### src/design/bit_exec_pkg.sv
// constants for the bit set and test-skip execute block
package bit_exec_pkg;
  localparam int INSTR_W = 14;
  localparam int ADDR_W = 7;
  localparam int BIT_W = 3;
  localparam int DATA_W = 8;
  // field positions inside an instruction word
  localparam int OPC_HI = 13;
  localparam int OPC_LO = 10;
  localparam int BSEL_HI = 9;
  localparam int BSEL_LO = 7;
  localparam int ADDR_HI = 6;
  localparam int ADDR_LO = 0;
  // top four bits of each handled instruction
  localparam logic [3:0] OPC_SET_BIT = 4'h5;
  localparam logic [3:0] OPC_SKIP_CLEAR = 4'h6;
  localparam logic [3:0] OPC_SKIP_SET = 4'h7;
  // held word after reset: the no-operation encoding
  localparam logic [13:0] NO_OPERATION_WORD = 14'h0000;
  localparam logic [7:0] DATA_RESET = 8'h00;
  localparam logic [6:0] ADDR_RESET = 7'h00;
endpackage

### src/design/bit_field_decode.sv
// splits one instruction word into operation, bit mask and register address
`timescale 1ns/1ps
module bit_field_decode (
  // instruction in
  input wire logic [13:0] word,
  // decoded fields
  output logic is_set_bit,
  output logic is_skip_clear,
  output logic is_skip_set,
  output logic [2:0] bit_sel,
  output logic [6:0] reg_addr,
  output logic [7:0] bit_mask
);
  wire [3:0] opc = word[bit_exec_pkg::OPC_HI:bit_exec_pkg::OPC_LO];
  assign is_set_bit = (opc == bit_exec_pkg::OPC_SET_BIT);
  assign is_skip_clear = (opc == bit_exec_pkg::OPC_SKIP_CLEAR);
  assign is_skip_set = (opc == bit_exec_pkg::OPC_SKIP_SET);
  assign bit_sel = word[bit_exec_pkg::BSEL_HI:bit_exec_pkg::BSEL_LO];
  assign reg_addr = word[bit_exec_pkg::ADDR_HI:bit_exec_pkg::ADDR_LO];
  assign bit_mask = 8'h01 << bit_sel;
endmodule // bit_field_decode

### src/design/bit_set_and_test_skip_exec.sv
// execute stage for bit set and bit test-skip instructions
`timescale 1ns/1ps
module bit_set_and_test_skip_exec (
  // clock and reset
  input wire logic clock,
  input wire logic sys_rst,
  // fetch stage
  input wire logic fetch_valid,
  input wire logic [13:0] fetch_word,
  // register file read port, combinational data for rd_addr
  output logic [6:0] rd_addr,
  input wire logic [7:0] rd_data,
  // register file write port
  output logic wr_en,
  output logic [6:0] wr_addr,
  output logic [7:0] wr_data,
  // to core sequencing
  output logic [13:0] exec_word,
  output logic exec_valid,
  output logic skip_taken,
  output logic nop_slot,
  output logic flags_write
);
  // ------------------------------------------------------------
  // held instruction: prefetched word latched while previous runs
  // ------------------------------------------------------------
  logic [13:0] held_r;
  logic [13:0] held_nxt;
  logic held_valid_r;
  logic held_valid_nxt;

  // a gap keeps the old word but marks the slot empty
  assign held_nxt = fetch_valid ? fetch_word : held_r;
  assign held_valid_nxt = fetch_valid;

  always_ff @(posedge clock) begin
    if (sys_rst) begin
      held_r <= bit_exec_pkg::NO_OPERATION_WORD;
    end else begin
      held_r <= held_nxt;
    end
  end

  always_ff @(posedge clock) begin
    if (sys_rst) begin
      held_valid_r <= 1'b0;
    end else begin
      held_valid_r <= held_valid_nxt;
    end
  end

  // ------------------------------------------------------------
  // decode of the held word
  // ------------------------------------------------------------
  logic is_set_bit;
  logic is_skip_clear;
  logic is_skip_set;
  logic [2:0] bit_sel;
  logic [6:0] reg_addr;
  logic [7:0] bit_mask;

  bit_field_decode u_decode (
    .word(held_r),
    .is_set_bit(is_set_bit),
    .is_skip_clear(is_skip_clear),
    .is_skip_set(is_skip_set),
    .bit_sel(bit_sel),
    .reg_addr(reg_addr),
    .bit_mask(bit_mask)
  );

  // ------------------------------------------------------------
  // skip decision on the addressed register bit
  // ------------------------------------------------------------
  logic kill_r;
  logic kill_nxt;

  // a killed slot executes as no_operation, whatever it held
  wire live = held_valid_r & ~kill_r;
  wire killed_slot = held_valid_r & kill_r;
  wire bit_val = rd_data[bit_sel];
  wire set_hit = is_skip_set & bit_val;
  wire clear_hit = is_skip_clear & ~bit_val;
  wire skip_now = live & (set_hit | clear_hit);

  // ------------------------------------------------------------
  // skip kill: discard the word fetched during the test
  // ------------------------------------------------------------
  // armed by a taken skip, kept across fetch gaps, spent on the next slot
  assign kill_nxt = skip_now | (kill_r & ~held_valid_r);

  always_ff @(posedge clock) begin
    if (sys_rst) begin
      kill_r <= 1'b0;
    end else begin
      kill_r <= kill_nxt;
    end
  end

  // ------------------------------------------------------------
  // bit set: read, merge the mask, write back
  // ------------------------------------------------------------
  wire set_now = live & is_set_bit;
  wire [7:0] set_data = rd_data | bit_mask;
  // read port follows the held word's address field, same-cycle read
  assign rd_addr = held_r[bit_exec_pkg::ADDR_HI:bit_exec_pkg::ADDR_LO];

  // ------------------------------------------------------------
  // next values of the registered outputs
  // ------------------------------------------------------------
  logic wr_en_r;
  logic wr_en_nxt;
  logic [6:0] wr_addr_r;
  logic [6:0] wr_addr_nxt;
  logic [7:0] wr_data_r;
  logic [7:0] wr_data_nxt;
  logic [13:0] exec_word_r;
  logic [13:0] exec_word_nxt;
  logic exec_valid_r;
  logic exec_valid_nxt;
  logic skip_taken_r;
  logic skip_taken_nxt;
  logic nop_slot_r;
  logic nop_slot_nxt;
  logic flags_write_r;
  logic flags_write_nxt;

  assign wr_en_nxt = set_now;
  assign wr_addr_nxt = reg_addr;
  assign wr_data_nxt = set_data;
  // a discarded slot shows the no_operation word to the sequencer
  assign exec_word_nxt = live ? held_r : bit_exec_pkg::NO_OPERATION_WORD;
  assign exec_valid_nxt = held_valid_r;
  assign skip_taken_nxt = skip_now;
  // the discarded slot is the next valid slot after the skip, however many gap cycles come between
  assign nop_slot_nxt = killed_slot;
  // none of these instructions touches the status flags
  assign flags_write_nxt = 1'b0;

  // ------------------------------------------------------------
  // output registers
  // ------------------------------------------------------------
  always_ff @(posedge clock) begin
    if (sys_rst) begin
      wr_en_r <= 1'b0;
    end else begin
      wr_en_r <= wr_en_nxt;
    end
  end

  always_ff @(posedge clock) begin
    if (sys_rst) begin
      wr_addr_r <= bit_exec_pkg::ADDR_RESET;
    end else begin
      wr_addr_r <= wr_addr_nxt;
    end
  end

  always_ff @(posedge clock) begin
    if (sys_rst) begin
      wr_data_r <= bit_exec_pkg::DATA_RESET;
    end else begin
      wr_data_r <= wr_data_nxt;
    end
  end

  always_ff @(posedge clock) begin
    if (sys_rst) begin
      exec_word_r <= bit_exec_pkg::NO_OPERATION_WORD;
    end else begin
      exec_word_r <= exec_word_nxt;
    end
  end

  always_ff @(posedge clock) begin
    if (sys_rst) begin
      exec_valid_r <= 1'b0;
    end else begin
      exec_valid_r <= exec_valid_nxt;
    end
  end

  always_ff @(posedge clock) begin
    if (sys_rst) begin
      skip_taken_r <= 1'b0;
    end else begin
      skip_taken_r <= skip_taken_nxt;
    end
  end

  always_ff @(posedge clock) begin
    if (sys_rst) begin
      nop_slot_r <= 1'b0;
    end else begin
      nop_slot_r <= nop_slot_nxt;
    end
  end

  always_ff @(posedge clock) begin
    if (sys_rst) begin
      flags_write_r <= 1'b0;
    end else begin
      flags_write_r <= flags_write_nxt;
    end
  end

  // ------------------------------------------------------------
  // outputs, each straight from its register
  // ------------------------------------------------------------
  assign wr_en = wr_en_r;
  assign wr_addr = wr_addr_r;
  assign wr_data = wr_data_r;
  assign exec_word = exec_word_r;
  assign exec_valid = exec_valid_r;
  assign skip_taken = skip_taken_r;
  assign nop_slot = nop_slot_r;
  assign flags_write = flags_write_r;

endmodule // bit_set_and_test_skip_exec

### config.mk
export PLATFORM = sky130hd
export DESIGN_NAME = bit_set_and_test_skip_exec
export DESIGN_NICKNAME = d
export VERILOG_FILES = /design/src/design/bit_exec_pkg.sv /design/src/design/bit_field_decode.sv /design/src/design/bit_set_and_test_skip_exec.sv
export SDC_FILE = /design/constraint.sdc
export NUM_CORES = 1
export LEC_CHECK = 0
export BUFFER_PORTS_ARGS = -buffer_cell sky130_fd_sc_hd__buf_2
export CAP_MARGIN = 20
export CORE_AREA = 2 2 74 76
export DETAILED_ROUTE_END_ITERATION = 8
export DIE_AREA = 0 0 76 78
export SETUP_SLACK_MARGIN = 0.4
export SYNTH_ARGS = -nofsm -noshare
export SYNTH_HDL_FRONTEND = slang
export SYNTH_HIERARCHICAL = 1
export SYNTH_SLANG_ARGS = --single-unit
### constraint.sdc
create_clock -name clock -period 2.22 [get_ports clock]
set_input_delay 0.444 -clock clock [delete_from_list [all_inputs] [get_ports clock]]
set_output_delay 0.444 -clock clock [all_outputs]
set_load 0.005 [all_outputs]
# ---- After elaboration in Yosys (flattened, before gate mapping)
# Index checks and enable logic that the tools add are counted.
# Widths: inputs -> output; s select.
dict set report op_classes {
  order_cmp 1
  n_eq_ne 3
  n_shift 1
  n_mux 2
  bitwise_logic 14
  reduce_logical 1
}
# op count
set op_table {}
lappend op_table {{$eq 4x3->1 const B} 3}
lappend op_table {{$or 8x8->8} 1}
lappend op_table {{$shl 1x3->8 const A} 1}
lappend op_table {{$and 1x1->1} 7}
lappend op_table {{$lt 3x4->1 const B} 1}
lappend op_table {{$not 1->1} 4}
lappend op_table {{$bmux 1 s3} 1}
lappend op_table {{$or 1x1->1} 2}
lappend op_table {{$reduce_or 2->1} 1}
lappend op_table {{$mux 1} 1}
dict set report word_totals {
  reg_bits 49
  inputBits 25
  output_inout_bits 41
  wordCells 32
}

# ---- Logic depth before layout (Yosys ltp)
# Gate-level depths: netlist of the first run.
dict set report depth {
  ltp_word 7
  ltp_mapped 5
}

# ---- Hierarchy
# The synthesis of the first run kept the hierarchy.
# mod instances cells_per_inst area_per_inst_um2
set modules_own_cells {}
lappend modules_own_cells {bit_set_and_test_skip_exec 1 142 1579.0}
lappend modules_own_cells {bit_field_decode 1 21 175.2}

# ---- Least setup slack after synthesis of the first run
# Ideal clock, no wire load.
dict set report synth_path {
  kind {register to register}
  start {reg held_r[9]}
  end {reg kill_r}
  setup_time_ps 130
  arrival_time_ps 1576
  required_time_ps 2090
  setup_slack_ps 514
  path_stages_with_launch 6
  period_less_slack_ps 1706
  path_cell_list {dfxtp_1 -> buf_4 -> mux4_1 -> mux2i_1 -> mux2i_1 -> o22ai_1}
}
dict set report synth_via {
  elab_chain_cells 7
  word_cells_on_any_way 8
  classes_between {mux: 2; bitwise: 6}
}
# element line_no
set synth_rtl {}
lappend synth_rtl {{start: declaration} bit_set_and_test_skip_exec.sv:27} ;# logic [13:0] held_r;
lappend synth_rtl {{start signal: assignment} bit_set_and_test_skip_exec.sv:38} ;# held_r <= bit_exec_pkg::NO_OPERATION_WORD;
lappend synth_rtl {{start signal: assignment} bit_set_and_test_skip_exec.sv:40} ;# held_r <= held_nxt;
lappend synth_rtl {{$bmux 1 s3 (*)} bit_set_and_test_skip_exec.sv:81} ;# wire bit_val = rd_data[bit_sel];
lappend synth_rtl {{$mux 1 (not written as such) (*)} bit_set_and_test_skip_exec.sv:81}
lappend synth_rtl {{$not 1->1} bit_set_and_test_skip_exec.sv:83} ;# wire clear_hit = is_skip_clear & ~bit_val;
lappend synth_rtl {{$and 1x1->1} bit_set_and_test_skip_exec.sv:83}
lappend synth_rtl {{$or 1x1->1 (*)} bit_set_and_test_skip_exec.sv:84} ;# wire skip_now = live & (set_hit | clear_hit);
lappend synth_rtl {{$and 1x1->1 (*)} bit_set_and_test_skip_exec.sv:84}
lappend synth_rtl {{$or 1x1->1 (*)} bit_set_and_test_skip_exec.sv:90} ;# assign kill_nxt = skip_now | (kill_r & ~held_valid_r);
lappend synth_rtl {{end signal: assignment} bit_set_and_test_skip_exec.sv:96} ;# kill_r <= kill_nxt;
lappend synth_rtl {{end: declaration} bit_set_and_test_skip_exec.sv:75} ;# logic kill_r;
# Every way passes the cells marked *; elsewhere a longest branch is shown, timed or not. The select of a mux whose other input is x is not followed.
# A chain may end at the register's enable or synchronous reset.

# ---- Worst setup path in the final report of the first run
# Same ends and word-level chain as after synthesis.

==> flow_metrics.tcl, run 1 <==
set metrics [dict create \
    swShare 0.229 \
    cts_num_sinks 49 \
    area_delta_synth_final_pct 20.7 \
    crit_type "reg -> reg" \
    die_height_um 78 \
    place_ws_ps 375 \
    gp_congestion 0.669 \
    layout_setup_ws_ps 529 \
    ant_nets 0 \
    cp.required_ps 2390 \
    fin_nets 238 \
    vias 1151 \
    critical_path_peak_fanout 12 \
    yosysSeqAreaShare 0.559 \
    grt_setup_unrepaired "false" \
    cts_buffer_depth 2 \
    hpwl_mm 2.23 \
    finish.instance_area_mm2 0.00212 \
    wire_per_inst_um 11.1 \
    cts_setup_buffers 0 \
    clockRootBuffer "clkbuf_8" \
    cp_top_family "multiplexers" \
    synth_cell_types 18 \
    gr-total-overflow 0 \
    holdCritStartpoint "sys_rst" \
    drt_iter0_markers 36 \
    p_int_w 0.00121 \
    antenna_found_initial 0 \
    ys_warn_count 6 \
    dieWidth_um 76 \
    crit_start "held_r[9]" \
    drc 0 \
    timing.rr.start "held_r[9]" \
    grt_max_degree 32 \
    syn_nets 188 \
    maxCapViolCount 0 \
    max-vdd-ir-drop_mv 0.417 \
    hold_class "in -> reg" \
    initial_core_util 0.348 \
    io_pins 66 \
    skew_ps 6.66 \
    p_switching_w 0.000359 \
    first_pass_iters 3 \
    pwr-share-comb 0.082 \
    setup_viol 0 \
    layout_commonest_cell "buf_2" \
    cts_tree "done" \
    post_dp_cell_area_mm2 0.00203 \
    grt_pass1_wl_mm 5.24 \
    grt_use_total 0.111 \
    worstPathArrival_ps 1860 \
    grt_pass1_vias 1072 \
    cts_max_level 2 \
    synth_area_mm2 0.00175 \
    layout-drive-gt1-share 0.379 \
    final_cell_mix "buf_2, dfxtp_1, nor2_1" \
    finalCriticalPeriod_ps 1690 \
    powerDensity_mw_per_mm2 739 \
    maxSlewViolCount 0 \
    port_buffers 64 \
    fp.dieArea_mm2 0.00593 \
    rows 26 \
    status "completed" \
    finalSetupTns_ps 0 \
    leakagePower_nw 1.05 \
    syn-instance-count 163 \
    clkTransAtPathRegs_ps 90 \
    fmax_mhz 591 \
    cp_num_buf_inv 0 \
    start_kind "flip-flop" \
    vias_per_cell 4.05 \
    power_frac_seq 0.598 \
    cpMostUsedCell "mux2i_1" \
    clock_latency_ps 290 \
    core_area_mm2 0.00504 \
    clockPowerShare 0.320 \
    crit_slowest_cell "mux4_1" \
    numCtsBuffers 5 \
    antenna_cells 0 \
    timing_hold_violations_final 0 \
    worstPathCellList "mux4_1 -> mux2i_1 -> mux2i_1 -> o22ai_1" \
    synth-seq-cells 49 \
    wl_mm 3.15 \
    timing.final.crit_share 0.762 \
    synth.avg_cell_area_um2 10.8 \
    crit_path_max_incr_delay_ps 560 \
    cp-end-kind "flip-flop" \
]
-- state kept, by name (all words and copies together) (netlist names) --
signal          count
exec_word          14
held_r             14
wr_data             8
wr_addr             7
exec_valid          1
exec_valid_nxt      1
kill_r              1
nop_slot            1
skip_taken          1
wr_en               1
-- power by group through the flow --
stage | Combinational, W | Sequential, W | Clock, W
after floorplan | 0.0000928 | 0.000954 | 0
after global placement | 0.000130 | 0.000956 | 0
after detailed placement | 0.000131 | 0.000957 | 0
after CTS | 0.000132 | 0.000937 | 0.000534
after global routing | 0.000144 | 0.000941 | 0.000567
final | 0.000128 | 0.000935 | 0.000501
-- per-layer routing --
metal  vias up  part of all wire  track usage
met5         -                 0            0
met2        39              0.49        0.187
li1        607                 -            -
met4         0            0.0092       0.0436
met3         5             0.062       0.0360
met1       500              0.44        0.133
-- metrics by stage --
stage	hold WS (ps)	power (W)	utilization	cells
after floorplan	468	0.00105	-	163
after global routing	369	0.00165	0.420	284
after detailed placement	481	0.00109	0.402	276
after CTS	343	0.00160	0.419	284
final	349	0.00156	0.420	284
after global placement	477	0.00109	0.402	276
-- final timing paths --
path | end | slack, ps | cells after the start
worst max-delay path | kill_r | 530 | 4
worst min-delay path | exec_valid | 350 | 2
worst max register to register | kill_r | 530 | 4
worst min register to register | wr_addr[4] | 490 | 1
-- final cells by class --
cell class | instances | area [um2]
multi-input cells | 90 | 614
flip-flops and latches | 49 | 985
repair buffers | 67 | 343
fillers | 533 | 2930
clock buffers | 6 | 72.6
clock inverters | 2 | 15.0
well taps | 70 | 87.6
-- cell families (layout without fill, tap and decap cells) --
family,count (synthesis),in the layout,synth area share
compound gates,1,1,0.00357
buf+inv,24,75,0.0906
flops,49,49,0.559
simple gates,70,70,0.223
mux,18,18,0.121
other cells,1,1,0.00214
-- synthesized netlist by cell type, drive strengths merged --
master  instances  area share
and2           16       0.057
and3            1      0.0043
and3b           3       0.017
and4b           1      0.0057
and4bb          2       0.014
buf            19       0.080
clkbuf          5       0.011
conb            1      0.0021
dfxtp          49        0.56
mux2i          16       0.091
mux4            2       0.030
nand2b          2      0.0071
nor2           31       0.066
nor2b          10       0.036
nor3            1      0.0029
nor3b           3       0.013
o22ai           1      0.0036
-- repair_timing --
| item | 4_1_cts | 5_1_grt |
|---|---|---|
| hold buffers | 0 | 0 |
| hold endpoints to repair | 0 | 0 |
| gates resized for setup | 1 | 1 |
| endpoints found under the setup margin | 1 | 1 |
Note: power is estimated with default switching activity, not from simulation.
==> run 2: changes to the inputs <==
==> constraint.sdc (replaced) <==
create_clock -name clock -period 1.73 [get_ports clock]
set_input_delay 0.346 -clock clock [delete_from_list [all_inputs] [get_ports clock]]
set_output_delay 0.346 -clock clock [all_outputs]
set_load 0.005 [all_outputs]
==> flow_metrics.tcl, run 2 (synthesis gave the netlist of run 1 again) <==
set metrics [dict create \
    highest_layer "met4" \
    clock_latency_ps 290 \
    post_dp_cell_area_mm2 0.00204 \
    clockPowerShare 0.311 \
    setup_viol 0 \
    finalCriticalPeriod_ps 1550 \
    gr-total-overflow 0 \
    initial_core_util 0.348 \
    dieWidth_um 76 \
    cp-end-kind "flip-flop" \
    timing_hold_violations_final 0 \
    worstPathArrival_ps 1720 \
    vias_per_cell 4.10 \
    max-vdd-ir-drop_mv 0.380 \
    power_frac_seq 0.595 \
    maxSlewViolCount 0 \
    hold_depth 2 \
    critical_path_peak_fanout 4 \
    swShare 0.226 \
    leakagePower_nw 1.07 \
    antenna_cells 0 \
    io_pins 66 \
    core_area_mm2 0.00504 \
    fill_cells 504 \
    grt_pass1_vias 1171 \
    hpwl_mm 2.26 \
    finalSetupTns_ps 0 \
    crit_type "reg -> reg" \
    postCtsHoldBufs 0 \
    cts_num_sinks 49 \
    cts_max_level 2 \
    fin_nets 243 \
    rows 26 \
    grt_pass1_wl_mm 5.50 \
    wl_met3_um 169 \
    cts_tree "done" \
    drt_iter0_markers 33 \
    ant_nets 0 \
    grt_max_degree 32 \
    cp.required_ps 1900 \
    finish.instance_area_mm2 0.00215 \
    pwr-share-comb 0.094 \
    numCtsBuffers 5 \
    skew_ps 4.64 \
    grt_setup_unrepaired "true" \
    layout_commonest_cell "buf_2" \
    fmax_mhz 644 \
    maxCapViolCount 0 \
    layout-drive-gt1-share 0.402 \
    crit_path_max_incr_delay_ps 530 \
    p_switching_w 0.000454 \
    met1_length_mm 1.45 \
    wl_met2_mm 1.60 \
    final_cell_mix "buf_2, dfxtp_1, nor2_1" \
    die_height_um 78 \
    worstPathCellList "mux4_2 -> mux2i_4 -> mux2i_1 -> o22ai_1" \
    port_buffers 64 \
    vias 1186 \
    regArea_um2 985 \
    drc 0 \
    powerDensity_mw_per_mm2 934 \
    clockRootBuffer "clkbuf_8" \
    start_kind "flip-flop" \
    crit_slowest_cell "mux4_2" \
    gp_congestion 0.700 \
    area_delta_synth_final_pct 22.6 \
    cts_buffer_depth 2 \
    wire_per_inst_um 11.2 \
    multi_input_area_um2 619 \
    total_power_w 0.00201 \
    status "completed" \
    rr_worst_depth 4 \
    antenna_found_initial 0 \
    fp.dieArea_mm2 0.00593 \
    first_pass_iters 4 \
    timing.final.crit_share 0.898 \
    hold_class "in -> reg" \
    p_int_w 0.00155 \
    wl_mm 3.25 \
    grt_use_total 0.119 \
    clkTransAtPathRegs_ps 80 \
]
run 2: changes by cell type in the layout (fill, tap and decap cells not counted), sizes merged:
cell	change
clkinvlp	-2
clkinv	+2
buf	+5
run 2: area by class of cell:
type | count | area share
clock inverters | 2 | 0.00465
repair buffers | 72 | 0.175
flip-flops and latches | 49 | 0.458
clock buffers | 6 | 0.0337
well taps | 70 | 0.0407
multi-input cells | 90 | 0.288
run 2: worst max-delay path, delay by kind of cell (launching register included):
family,cells,cell delay (ps)
AOI/OAI and AO/OA,1,90
DFF,1,380
muxes,3,960
run 2: routing by layer:
layer,up-vias,global-route usage
met1,532,0.138
li1,615,-
met5,-,0
met2,37,0.200
met4,0,0.0491
met3,2,0.0419
run 2: final timing paths:
| path | from | end | slack (ps) |
|---|---|---|---|
| max | held_r[9] | kill_r | 180 |
| min | sys_rst | exec_valid | 260 |
| min reg2reg | held_r[6] | wr_addr[6] | 490 |
| max reg2reg | held_r[9] | kill_r | 180 |
run 2: power groups by stage:
| stage | logic [W] | clock network, W | registers [W] |
|---|---|---|---|
| 2_1_floorplan | 0.000121 | 0 | 0.00122 |
| 3_3_place_gp | 0.000177 | 0 | 0.00122 |
| 3_5_place_dp | 0.000178 | 0 | 0.00122 |
| 4_1_cts | 0.000188 | 0.000659 | 0.00120 |
| 5_1_grt | 0.000211 | 0.000706 | 0.00120 |
| 6_report | 0.000190 | 0.000624 | 0.00119 |
run 2: what timing repair did:
action | 4_1_cts | 5_1_grt
pin swaps | 1 | 0
buffers inserted | 3 | 0
endpoints found under the setup margin | 2 | 2
gates cloned | 0 | 0
gates resized for setup | 1 | 1
run 2: stage by stage:
step	setup WS, ps	instances	utilization	hold WS, ps
after floorplan	194	163	-	418
after global placement	145	278	0.404	478
after detailed placement	103	278	0.404	478
after CTS	177	289	0.425	253
after global routing	126	289	0.427	265
final	176	289	0.427	265
